--- src/socket_mode_defines.svh ---
/*
  Constants for the per-socket mode register bank: addresses, field
  positions, reset value and the SPI frame layout.
  Assumes inclusion by bare name from the design files.
*/
`ifndef SOCKET_MODE_DEFINES_SVH
`define SOCKET_MODE_DEFINES_SVH

// ----------------------------------------
// Register map
// ----------------------------------------
`define MODE_BASE 16'h4000
`define MODE_STRIDE 16'h0100
`define MODE_SOCK_MASK 16'h0700
`define MODE_SOCK_LSB 8
`define MODE_RESET 8'h00
`define NUM_SOCKETS 8

// ----------------------------------------
// Mode register fields
// ----------------------------------------
`define MULTICAST_BIT 7
`define FILTER_BIT 6
`define ACK_IGMP_BIT 5
`define RESERVED_BIT 4
`define PROTO_MSB 3
`define IGMP_V1 2'h1
`define IGMP_V2 2'h2
`define IGMP_NONE 2'h0

// ----------------------------------------
// SPI frame
// ----------------------------------------
`define OP_WRITE_BIT 7
`define LAST_BIT 3'h7
`endif

--- src/socket_mode_pkg.sv ---
/*
  Types shared by the mode register bank and its socket slots.
  Assumes socket_mode_defines.svh is available for the constants.
*/
package socket_mode_pkg;
  typedef enum logic [3:0] {
    PROTO_CLOSED = 4'h0,
    PROTO_TCP = 4'h1,
    PROTO_UDP = 4'h2,
    PROTO_RAW_IP = 4'h3,
    PROTO_RAW_FRAME = 4'h4,
    PROTO_PPPOE = 4'h5
  } proto_type;

  typedef enum logic [7:0] {
    ST_CLOSED = 8'h00,
    ST_TCP_READY = 8'h13,
    ST_UDP = 8'h22,
    ST_RAW_IP = 8'h32,
    ST_RAW_FRAME = 8'h42,
    ST_PPPOE = 8'h5F
  } socket_state_type;

  typedef enum logic [2:0] {
    PH_ADDR_HI = 3'h0,
    PH_ADDR_LO = 3'h1,
    PH_OP_HI = 3'h3,
    PH_OP_LO = 3'h2,
    PH_DATA = 3'h6
  } spi_phase_type;
endpackage

--- src/socket_mode_slot.sv ---
/*
  One socket: its mode register and the settings captured at open.
  Assumes write, open and close pulses come from the ref_clk domain.
*/
`timescale 1ns/100ps
`include "socket_mode_defines.svh"
module socket_mode_slot #(
  parameter logic [2:0] SOCK_INDEX = 3'h0
) (
  input wire logic ref_clk,
  input wire logic arst_n,
  input wire logic wr_en,
  input wire logic [7:0] wr_data,
  input wire logic open_cmd,
  input wire logic close_cmd,
  output logic [7:0] mode_q,
  output socket_mode_pkg::socket_state_type state_q,
  output socket_mode_pkg::proto_type protocol_q,
  output logic multicast_q,
  output logic filter_q,
  output logic accept_all_q,
  output logic immediate_ack_q,
  output logic delayed_ack_q,
  output logic [1:0] igmp_version_q
);
  import socket_mode_pkg::*;

  proto_type proto_d;
  socket_state_type state_d;
  logic multi_bit;
  logic opt_bit;

  assign multi_bit = mode_q[`MULTICAST_BIT];
  assign opt_bit = mode_q[`ACK_IGMP_BIT];

  // Reserved bit is stored for read-back only
  always_ff @(posedge ref_clk or negedge arst_n)
    if (!arst_n)
      mode_q <= `MODE_RESET;
    else if (wr_en)
      mode_q <= wr_data;

  always_comb
  begin
    proto_d = PROTO_CLOSED;
    state_d = ST_CLOSED;
    case (mode_q[`PROTO_MSB:0])
      4'h1:
      begin
        proto_d = PROTO_TCP;
        state_d = ST_TCP_READY;
      end
      4'h2:
      begin
        proto_d = PROTO_UDP;
        state_d = ST_UDP;
      end
      4'h3:
      begin
        proto_d = PROTO_RAW_IP;
        state_d = ST_RAW_IP;
      end
      // Other sockets fall back to closed
      4'h4:
        if (SOCK_INDEX == 3'h0)
        begin
          proto_d = PROTO_RAW_FRAME;
          state_d = ST_RAW_FRAME;
        end
      4'h5:
        if (SOCK_INDEX == 3'h0)
        begin
          proto_d = PROTO_PPPOE;
          state_d = ST_PPPOE;
        end
      default:
      begin
        proto_d = PROTO_CLOSED;
        state_d = ST_CLOSED;
      end
    endcase
  end

  // Settings only move on open or close
  always_ff @(posedge ref_clk or negedge arst_n)
    if (!arst_n)
    begin
      state_q <= ST_CLOSED;
      protocol_q <= PROTO_CLOSED;
      multicast_q <= 1'b0;
      filter_q <= 1'b0;
      accept_all_q <= 1'b0;
      immediate_ack_q <= 1'b0;
      delayed_ack_q <= 1'b0;
      igmp_version_q <= `IGMP_NONE;
    end
    else if (close_cmd)
    begin
      state_q <= ST_CLOSED;
      protocol_q <= PROTO_CLOSED;
      multicast_q <= 1'b0;
      filter_q <= 1'b0;
      accept_all_q <= 1'b0;
      immediate_ack_q <= 1'b0;
      delayed_ack_q <= 1'b0;
      igmp_version_q <= `IGMP_NONE;
    end
    else if (open_cmd)
    begin
      state_q <= state_d;
      protocol_q <= proto_d;
      multicast_q <= (proto_d == PROTO_UDP) && multi_bit;
      filter_q <= (proto_d == PROTO_RAW_FRAME) && mode_q[`FILTER_BIT];
      accept_all_q <= (proto_d == PROTO_RAW_FRAME) &&
        !mode_q[`FILTER_BIT];
      immediate_ack_q <= (proto_d == PROTO_TCP) && opt_bit;
      delayed_ack_q <= (proto_d == PROTO_TCP) && !opt_bit;
      // Version feeds join, leave and report messages
      if ((proto_d == PROTO_UDP) && multi_bit)
        igmp_version_q <= opt_bit ? `IGMP_V1 : `IGMP_V2;
      else
        igmp_version_q <= `IGMP_NONE;
    end
endmodule

--- src/socket_mode_config.sv ---
/*
  Mode register bank for eight sockets, reached over SPI mode 0.
  Assumes sclk runs at most ref_clk/8, and open/close pulses come
  from command logic on ref_clk.
*/
`timescale 1ns/100ps
`include "socket_mode_defines.svh"
module socket_mode_config (
  input wire logic ref_clk,
  input wire logic arst_n,
  input wire logic sclk,
  input wire logic scs_n,
  input wire logic mosi,
  output logic miso,
  output logic miso_oe,
  input wire logic [7:0] open_cmd,
  input wire logic [7:0] close_cmd,
  output socket_mode_pkg::socket_state_type socket_state [8],
  output socket_mode_pkg::proto_type protocol_select [8],
  output logic [7:0] multicast_en,
  output logic [7:0] frame_address_filter,
  output logic [7:0] accept_all_frames,
  output logic [7:0] immediate_ack,
  output logic [7:0] delayed_ack,
  output logic [1:0] igmp_version [8]
);
  import socket_mode_pkg::*;

  // ----------------------------------------
  // Pin synchronisers
  // ----------------------------------------
  logic sclk_s1_q;
  logic sclk_s2_q;
  logic sclk_s3_q;
  logic cs_s1_q;
  logic cs_s2_q;
  logic mosi_s1_q;
  logic mosi_s2_q;

  // Oversampled link: each sclk level must last four clocks or more
  always_ff @(posedge ref_clk or negedge arst_n)
    if (!arst_n)
    begin
      sclk_s1_q <= 1'b0;
      sclk_s2_q <= 1'b0;
      sclk_s3_q <= 1'b0;
      cs_s1_q <= 1'b1;
      cs_s2_q <= 1'b1;
      mosi_s1_q <= 1'b0;
      mosi_s2_q <= 1'b0;
    end
    else
    begin
      sclk_s1_q <= sclk;
      sclk_s2_q <= sclk_s1_q;
      sclk_s3_q <= sclk_s2_q;
      cs_s1_q <= scs_n;
      cs_s2_q <= cs_s1_q;
      mosi_s1_q <= mosi;
      mosi_s2_q <= mosi_s1_q;
    end

  logic selected;
  logic sclk_rise;
  logic sclk_fall;

  // Edge detect uses the second and third stages only
  assign selected = !cs_s2_q;
  assign sclk_rise = selected && sclk_s2_q && !sclk_s3_q;
  assign sclk_fall = selected && !sclk_s2_q && sclk_s3_q;

  // ----------------------------------------
  // Byte assembly
  // ----------------------------------------
  logic [2:0] bit_cnt_q;
  logic [6:0] shift_q;
  logic byte_done;
  logic [7:0] rx_byte;

  assign byte_done = sclk_rise && (bit_cnt_q == `LAST_BIT);
  assign rx_byte = {shift_q, mosi_s2_q};

  always_ff @(posedge ref_clk or negedge arst_n)
    if (!arst_n)
    begin
      bit_cnt_q <= 3'h0;
      shift_q <= 7'h00;
    end
    else if (!selected)
      bit_cnt_q <= 3'h0;
    else if (sclk_rise)
    begin
      bit_cnt_q <= bit_cnt_q + 3'h1;
      shift_q <= rx_byte[6:0];
    end

  // ----------------------------------------
  // Frame sequencing
  // ----------------------------------------
  spi_phase_type phase_q;
  logic [15:0] addr_q;
  logic write_q;
  logic [14:0] len_q;

  always_ff @(posedge ref_clk or negedge arst_n)
    if (!arst_n)
      phase_q <= PH_ADDR_HI;
    else if (!selected)
      phase_q <= PH_ADDR_HI;
    else if (byte_done)
      case (phase_q)
        PH_ADDR_HI: phase_q <= PH_ADDR_LO;
        PH_ADDR_LO: phase_q <= PH_OP_HI;
        PH_OP_HI: phase_q <= PH_OP_LO;
        PH_OP_LO: phase_q <= PH_DATA;
        default: phase_q <= PH_DATA;
      endcase

  logic data_byte;

  // Bytes beyond the stated length are ignored
  assign data_byte = byte_done && (phase_q == PH_DATA) && (len_q != 15'h0000);

  always_ff @(posedge ref_clk or negedge arst_n)
    if (!arst_n)
      addr_q <= 16'h0000;
    else if (byte_done && phase_q == PH_ADDR_HI)
      addr_q[15:8] <= rx_byte;
    else if (byte_done && phase_q == PH_ADDR_LO)
      addr_q[7:0] <= rx_byte;
    else if (data_byte)
      addr_q <= addr_q + 16'h0001;

  always_ff @(posedge ref_clk or negedge arst_n)
    if (!arst_n)
    begin
      write_q <= 1'b0;
      len_q <= 15'h0000;
    end
    else if (byte_done && phase_q == PH_OP_HI)
    begin
      write_q <= rx_byte[`OP_WRITE_BIT];
      len_q[14:8] <= rx_byte[6:0];
    end
    else if (byte_done && phase_q == PH_OP_LO)
      len_q[7:0] <= rx_byte;
    else if (data_byte)
      len_q <= len_q - 15'h0001;

  // ----------------------------------------
  // Address decode
  // ----------------------------------------
  logic [7:0] mode_rd [8];

  function automatic logic [7:0] read_at(input logic [15:0] a);
    logic [7:0] r;
    r = 8'h00;
    if ((a & ~`MODE_SOCK_MASK) == `MODE_BASE)
      r = mode_rd[a[`MODE_SOCK_LSB +: 3]];
    else
      r = 8'h00;
    return r;
  endfunction

  logic addr_hit;

  assign addr_hit = (addr_q & ~`MODE_SOCK_MASK) == `MODE_BASE;

  // Write is issued one cycle after the byte lands
  logic wr_q;
  logic [2:0] wr_sock_q;
  logic [7:0] wr_data_q;

  always_ff @(posedge ref_clk or negedge arst_n)
    if (!arst_n)
    begin
      wr_q <= 1'b0;
      wr_sock_q <= 3'h0;
      wr_data_q <= 8'h00;
    end
    else
    begin
      wr_q <= data_byte && write_q && addr_hit;
      wr_sock_q <= addr_q[`MODE_SOCK_LSB +: 3];
      wr_data_q <= rx_byte;
    end

  // ----------------------------------------
  // Read data out
  // ----------------------------------------
  logic [7:0] tx_q;
  logic miso_q;
  logic miso_oe_q;

  always_ff @(posedge ref_clk or negedge arst_n)
    if (!arst_n)
    begin
      tx_q <= 8'h00;
      miso_q <= 1'b0;
    end
    else if (!selected)
    begin
      tx_q <= 8'h00;
      miso_q <= 1'b0;
    end
    else if (byte_done && phase_q == PH_OP_LO && !write_q)
      tx_q <= read_at(addr_q);
    else if (data_byte && !write_q)
      tx_q <= read_at(addr_q + 16'h0001);
    else if (sclk_fall)
    begin
      miso_q <= tx_q[7];
      tx_q <= {tx_q[6:0], 1'b0};
    end

  always_ff @(posedge ref_clk or negedge arst_n)
    if (!arst_n)
      miso_oe_q <= 1'b0;
    else
      miso_oe_q <= selected;

  assign miso = miso_q;
  assign miso_oe = miso_oe_q;

  // ----------------------------------------
  // Socket slots
  // ----------------------------------------
  logic [7:0] slot_wr;

  for (genvar k = 0; k < `NUM_SOCKETS; k++)
  begin : g_slot
    assign slot_wr[k] = wr_q && (wr_sock_q == 3'(k));

    socket_mode_slot #(
      .SOCK_INDEX(3'(k))
    ) u_slot (
      .ref_clk(ref_clk),
      .arst_n(arst_n),
      .wr_en(slot_wr[k]),
      .wr_data(wr_data_q),
      .open_cmd(open_cmd[k]),
      .close_cmd(close_cmd[k]),
      .mode_q(mode_rd[k]),
      .state_q(socket_state[k]),
      .protocol_q(protocol_select[k]),
      .multicast_q(multicast_en[k]),
      .filter_q(frame_address_filter[k]),
      .accept_all_q(accept_all_frames[k]),
      .immediate_ack_q(immediate_ack[k]),
      .delayed_ack_q(delayed_ack[k]),
      .igmp_version_q(igmp_version[k])
    );

  end
endmodule

--- config.mk ---
export PLATFORM = sky130hd
export DESIGN_NAME = socket_mode_config
export DESIGN_NICKNAME = d
export VERILOG_FILES = /design/src/socket_mode_pkg.sv /design/src/socket_mode_slot.sv /design/src/socket_mode_config.sv
export VERILOG_INCLUDE_DIRS = /design/src
export SDC_FILE = /design/constraint.sdc
export NUM_CORES = 1
export LEC_CHECK = 0
export ABC_AREA = 1
export BUFFER_PORTS_ARGS = -buffer_cell sky130_fd_sc_hd__buf_2
export CORE_MARGIN = 5
export CORE_UTILIZATION = 45
export CTS_CLUSTER_DIAMETER = 40
export DETAILED_ROUTE_END_ITERATION = 6
export PLACE_DENSITY = 0.66
export SLEW_MARGIN = 40
export SYNTH_ARGS = -nofsm -noshare
export SYNTH_HDL_FRONTEND = slang
export SYNTH_SLANG_ARGS = --single-unit
--- constraint.sdc ---
create_clock -name ref_clk -period 2.85 [get_ports ref_clk]
set_input_delay 0.4275 -clock ref_clk [delete_from_list [all_inputs] [get_ports ref_clk]]
set_output_delay 0.4275 -clock ref_clk [all_outputs]
set_load 0.1 [all_outputs]
* Word-level counts from Yosys, hierarchy flattened
Index checks and enable logic that the tools add are counted.
Word-level totals: input port bits 21, output and inout bits 154, RAM bits 0, latch bits 0, bits in registers 290, memories 0, ROM bits 0
Cells by class: $mul 0, multiplexer cells 189, equal/unequal tests 68, bitwise gates (word level) 5, magnitude comparators 2, add/sub/neg operators 3, divide/modulo/power cells 0, reduce and logical (&&, ||, !) cells 108, shifts and indexed selects 0
Operator list (count):
- 2-to-1 mux 8 bit | 30
- one-hot mux 6 bit (3 select lines) | 7
- 2-to-1 mux 1 bit | 84
- == test 4 x 2 -> 1 bit, second input constant | 16
- 2-to-1 mux 2 bit | 32
- 2-to-1 mux 4 bit | 16
- logical AND 1 bit | 63
- binary-select mux 8 bit (select 3 bit) | 2
- one-hot mux 2 bit (3 select lines) | 7
- one-hot mux 7 bit (5 select lines) | 1
- == test 4 x 1 -> 1 bit, second input constant | 8
- nonzero test 2 bit | 15
- == test 13 x 12 -> 1 bit, second input constant | 2
- == test 2 x 3 -> 1 bit, second input constant | 7
- == test 3 bit, second input constant | 7
- zero test 1 bit | 20
- adder 16 x 1 -> 16 bit, second input constant | 1
- 2-to-1 mux 16 bit | 1
- == test 3 x 2 -> 1 bit, second input constant | 5
- 2-to-1 mux 15 bit | 1
- one-hot mux 3 bit (5 select lines) | 1
- nonzero test 15 bit | 1
- subtractor 15 x 1 -> 15 bit, second input constant | 1
- == test 2 x 1 -> 1 bit, second input constant | 7
- 15 further kinds | 40

* Longest topological paths before layout
depth after elaboration 10, gate-level depth with buffers 15, mapped depth without buffers 14

* By module
From an unflattened synthesis, not the netlist that was laid out.
Unflattened totals: cells, all modules 1450, area, all modules 11912.7 µm²
By module, submodules not included:
- socket_mode_slot at g_slot[1].u_slot ... | sequential area each 425.4 µm², cells each 79, instances 7, area each 795.8 µm²
- socket_mode_config | sequential area each 1854.3 µm², cells each 801, instances 1, area each 5421.4 µm²
- socket_mode_slot at g_slot[0].u_slot | sequential area each 525.5 µm², cells each 96, instances 1, area each 920.9 µm²

* Worst setup path after synthesis
OpenSTA, ideal clock, no wires.
kind register -> register, start point register addr_q[0], end point register tx_q[5], path slack 1.048 ns, clock period less this slack 1.802 ns, arrival time 1.737 ns, library setup time 0.065 ns, required time 2.785 ns, path buffers 1, cell stages (with the launch flop) 14, cells stage by stage dfrtp_1 ha_1 nand3_2 clkinv_2 nand3_4 clkbuf_1 nand3_1 nand3_1 nand3_1 nand2_1 nand2_1 nand2_1 nand2_1 nand2_1
Between the ends: cells in the longest elaborated chain, start to end 9, elaborated cells between the ends (all ways) 12, classes of those cells add/sub (1); eq/ne (2); mux (8); bitwise (1)
Ends and longest elaborated chain:
- from (decl) | line socket_mode_config.sv:101 | logic [15:0] addr_q;
- from (signal assigned) | line socket_mode_config.sv:130 | addr_q[7:0] <= rx_byte;
- from (signal assigned) | line socket_mode_config.sv:132 | addr_q <= addr_q + 16'h0001;
- adder 16 x 1 -> 16 bit | line socket_mode_config.sv:209 | tx_q <= read_at(addr_q + 16'h0001);
- NOT 3 -> 4 bit | line socket_mode_config.sv:159 | r = mode_rd[a[`MODE_SOCK_LSB +: 3]];
- binary-select mux 8 bit (select 3 bit) | line socket_mode_config.sv:159
- 2-to-1 mux 8 bit (2 in a row) | line socket_mode_config.sv:159
- 2-to-1 mux 8 bit | line socket_mode_config.sv:158 | if ((a & ~`MODE_SOCK_MASK) == `MODE_BASE)
- 2-to-1 mux 8 bit | line socket_mode_config.sv:208 | else if (data_byte && !write_q)
- 2-to-1 mux 8 bit (*) | line socket_mode_config.sv:206 | else if (byte_done && phase_q == PH_OP_LO && !write_q)
- 2-to-1 mux 8 bit (*) | line socket_mode_config.sv:201 | else if (!selected)
- to (signal assigned) | line socket_mode_config.sv:207 | tx_q <= read_at(addr_q);
- to (signal assigned) | line socket_mode_config.sv:209
- to (signal assigned) | line socket_mode_config.sv:213 | tx_q <= {tx_q[6:0], 1'b0};
- to (decl) | line socket_mode_config.sv:191 | logic [7:0] tx_q;
Mark *: on every way between the ends. The rest lies on a longest branch, timed or not. The select of a mux whose other input is x is not followed. A chain may end at the register's enable or synchronous reset.

* Final worst setup path
start point register bit_cnt_q[0], end point register addr_q[8]
Between the ends: cells in the longest elaborated chain, start to end 6, elaborated cells between the ends (all ways) 10, classes of those cells eq/ne (2); mux (1); reduce/logical (7)
Ends and longest elaborated chain:
- from (decl) | line socket_mode_config.sv:75 | logic [2:0] bit_cnt_q;
- from (signal assigned) | line socket_mode_config.sv:93 | bit_cnt_q <= bit_cnt_q + 3'h1;
- == test 3 bit (no source line) (*)
- logical AND 1 bit (*) | line socket_mode_config.sv:80 | assign byte_done = sclk_rise && (bit_cnt_q == `LAST_BIT);
- logical AND 1 bit (2 in a row) | line socket_mode_config.sv:122 | assign data_byte = byte_done && (phase_q == PH_DATA) && (len_q != 15'h0000);
- nonzero test 2 bit (no source line)
- AND reduction 2 bit (no source line)
- to (signal assigned) | line socket_mode_config.sv:128 | addr_q[15:8] <= rx_byte;
- to (signal assigned) | line socket_mode_config.sv:132
Mark *: on every way between the ends. The rest lies on a longest branch, timed or not.

==> results.sh <==
export IMPL_status="finished clean"
export IMPL_clock_power_share=0.535
export IMPL_synth_most_common_cell="nand2_1"
export IMPL_grt_pass1_wl_um=48800
export IMPL_hold_buffers=2
export IMPL_clk_pin_slew_ns=0.05
export IMPL_min_period_ns=2.36
export IMPL_die_width_um=167
export IMPL_dp_hpwl_um=21100
export IMPL_rows=57
export IMPL_postRouteWirelength_um=29600
export IMPL_grt_overflow_total=0
export IMPL_grt_max_degree=75
export IMPL_setup_viol=0
export IMPL_layout_setup_ws_ns=0.489
export IMPL_cp_num_buf_inv=2
export IMPL_hp_class="in2reg"
export IMPL_vdd_drop_max_v=0.000343
export IMPL_final_hold_viol_count=0
export IMPL_die_y_um=167
export IMPL_critPathMaxStageDelay_ns=0.39
export IMPL_gp_congestion=0.920
export IMPL_worstSetupEndpointType="register"
export IMPL_cp_top_family="simple AND/OR/NAND/NOR gates"
export IMPL_grt_setup_unrepaired="false"
export IMPL_via_count=9364
export IMPL_post_cts_buffers=0
export IMPL_synth_edff_count=0
export IMPL_p_comb_frac=0.074
export IMPL_max_slew_margin=0.587
export IMPL_drive_above_1_share=0.171
export IMPL_cts_resized_gates=0
export IMPL_synth_main_ff_cell="dfrtp_1"
export IMPL_crit_fanout=13
export IMPL_avgViaCountPerCell=5.23
export IMPL_grt_usage=0.212
export IMPL_drc_errors=0
export IMPL_start_kind="register"
export IMPL_ioPinCount=175
export IMPL_worst_ep_arrival_time_ns=2.74
export IMPL_area_growth_pct=14.9
export IMPL_n_antenna_cell=0
export IMPL_fin_skew_ns=0.0258
export IMPL_yosys_top_cells_count="nand2_1, dfrtp_1, o21ai_0"
export IMPL_path_class="reg2reg"
export IMPL_slowest_stage="dfrtp_1"
export IMPL_tns_ns=0
export IMPL_power_frac_seq=0.391
export IMPL_start_util=0.455
export IMPL_worst_pin_slew_ns=0.618
export IMPL_preCtsSetupSlack_ns=0.527
export IMPL_htree_levels=2
export IMPL_dr_pass1_iters=5
export IMPL_cts_tree="done"
export IMPL_powerDensity_nw_per_um2=636
export IMPL_fmax_ghz=0.424
export IMPL_final_antenna_net_count=0
export IMPL_cts_buffers=36
export IMPL_clk_latency_ns=0.52
export IMPL_synthesis_area_um2=11000
export IMPL_syn_instance_count=1355
export IMPL_ys_ff_latch=214
export IMPL_ys_types=45
export IMPL_wl_per_cell_um=16.5
export IMPL_clockRootBuffer="clkbuf_16"
export IMPL_synth_area_top_cells="dfrtp_1, nand2_1, buf_4, o21ai_0, nand3_1"
export IMPL_async_flop_share=1.00
export IMPL_drt_initial_drc_count=883
export IMPL_required_ns=3.23
export IMPL_post_synth_top_area_fraction=0.481
export IMPL_cp_cell_sequence="ha_1 -> ha_1 -> nand4_2 -> nor2_1 -> nand2_2 -> inv_2 -> nor2_2 -> inv_1 -> o211ai_1 -> o21ai_0"
export IMPL_grt_pass1_vias=9188
export IMPL_io_buffers=116
export IMPL_max_cap_viol_count=0
export IMPL_final_nets=1470
export IMPL_hold_ws_ns=0.0177
export IMPL_clock_path_buffers=3
export IMPL_yosysTopAreaCell="dfrtp_1"
export IMPL_p_sw_frac=0.273
export IMPL_coreArea_um2=24200
export IMPL_syn_avg_cell_area_um2=8.15
export IMPL_antenna_found_initial=0
export IMPL_total_leakage_power_nw=6.47
export IMPL_p_switching_mw=2.20
export IMPL_finalMaxSlewViolations=0
export IMPL_ys_warnings_count=0
export IMPL_p_int_mw=5.86
export IMPL_cpMostUsedCell="ha_1"
export IMPL_min_period_over_period=0.828
export IMPL_die_area_um2=27800
export IMPL_cts_num_sinks=214
export IMPL_synth_seq_area_share=0.485
-- kinds of logic (layout without fill, tap and decap cells) --
kind of cell	count (synthesis)	after routing	share of synthesized area
other	1	58	0.000340
AO/OA/AOI/OAI	238	238	0.120
AND/OR/NAND/NOR	651	651	0.261
adder cells (fa/ha/maj)	7	7	0.00793
XOR/XNOR	10	10	0.00793
flip-flops	214	214	0.485
buffers and inverters	234	290	0.118
-- layout by cell type (no fill, tap or decap), types with 4 or more instances in the layout --
cell type   count
nand4_1        12
ha_1            7
o221ai_1       17
or2_2           5
clkinvlp_4      6
inv_2           9
conb_1         58
nor2_4          6
nor3_1          6
nand2_1       356
nand3_1       131
nand2_4         4
o22ai_1         4
or3b_2          4
nor2_1         97
nor2_2          8
nand2_2         9
clkbuf_16      36
clkinv_2        4
buf_2         115
dfrtp_1       212
o21ai_0       156
o211ai_1       16
inv_6           6
inv_1          80
buf_4          13
a21oi_1        34
xor2_1          7
-- power groups by stage --
| stage | sequential, mW | combinational, mW | clock, mW |
|---|---|---|---|
| 3_3_place_gp | 3.21 | 0.597 | 0 |
| 2_1_floorplan | 3.18 | 0.483 | 0 |
| 5_1_grt | 3.16 | 0.637 | 4.55 |
| 4_1_cts | 3.15 | 0.603 | 4.40 |
| 6_report | 3.15 | 0.599 | 4.32 |
| 3_5_place_dp | 3.20 | 0.599 | 0 |
-- per-layer routing --
| metal | share of wire | GRT usage |
|---|---|---|
| met2 | 0.48 | 0.342 |
| met4 | 0.048 | 0.104 |
| met3 | 0.059 | 0.0403 |
| met5 | 0 | 0 |
| met1 | 0.41 | 0.276 |
-- layout make-up --
| cell class | instances | area (µm²) |
|---|---|---|
| multi-input combinational | 964 | 4600 |
| clock inverter | 24 | 277 |
| clock buffer | 40 | 946 |
| sequential | 214 | 5360 |
| tap | 324 | 405 |
| fill | 2289 | 11600 |
| inverter | 93 | 350 |
| timing repair buffer | 133 | 748 |
-- final timing paths --
check / start / to / slack, ns / cells past startpoint
max: bit_cnt_q[0]$_DFFE_PN0P_ / addr_q[8]$_DFFE_PN0P_ / 0.49 / 10
min: sclk / sclk_s1_q$_DFF_PN0_ / 0.02 / 1
max reg2reg: bit_cnt_q[0]$_DFFE_PN0P_ / addr_q[8]$_DFFE_PN0P_ / 0.49 / 10
min reg2reg: mosi_s1_q$_DFF_PN0_ / mosi_s2_q$_DFF_PN0_ / 0.34 / 0
max in group asynchronous: arst_n / cs_s1_q$_DFF_PN1_ / 1.55 / 3
min in group asynchronous: arst_n / g_slot[3].u_slot.state_q[0]$_DFFE_PN0P_ / 0.49 / 2
-- stage by stage --
| step | area [µm²] | utilization | power, mW | instances |
|---|---|---|---|---|
| 2_1_floorplan | 11300 | - | 3.66 | 1412 |
| 3_3_place_gp | 11400 | 0.472 | 3.80 | 1726 |
| 3_5_place_dp | 11400 | 0.472 | 3.80 | 1726 |
| 4_1_cts | 12700 | 0.523 | 8.16 | 1792 |
| 5_1_grt | 12700 | 0.523 | 8.35 | 1792 |
| 6_report | 12700 | 0.523 | 8.07 | 1792 |
-- state kept, by name (all words and copies together) (netlist names), 3 cells and up --
register                       cells
phase_q                            3
bit_cnt_q                          3
g_slot.u_slot.delayed_ack_q        8
wr_data_q                          8
g_slot.u_slot.state_q             21
g_slot.u_slot.multicast_q          8
tx_q                               8
g_slot.u_slot.igmp_version_q      16
g_slot.u_slot.mode_q              64
addr_q                            16
wr_sock_q                          3
g_slot.u_slot.immediate_ack_q      8
g_slot.u_slot.protocol_q          13
len_q                             15
shift_q                            7
-- worst register-to-register path, stage by stage, from the launching register on --
cell and delay, ns:
dfrtp_1 0.39, ha_1 0.20, ha_1 0.18, nand4_2 0.14, nor2_1 0.08, nand2_2 0.27, inv_2 0.20, nor2_2 0.31
inv_1 0.22, o211ai_1 0.12, o21ai_0 0.10
No activity file was read; power rests on OpenSTA's default activity.
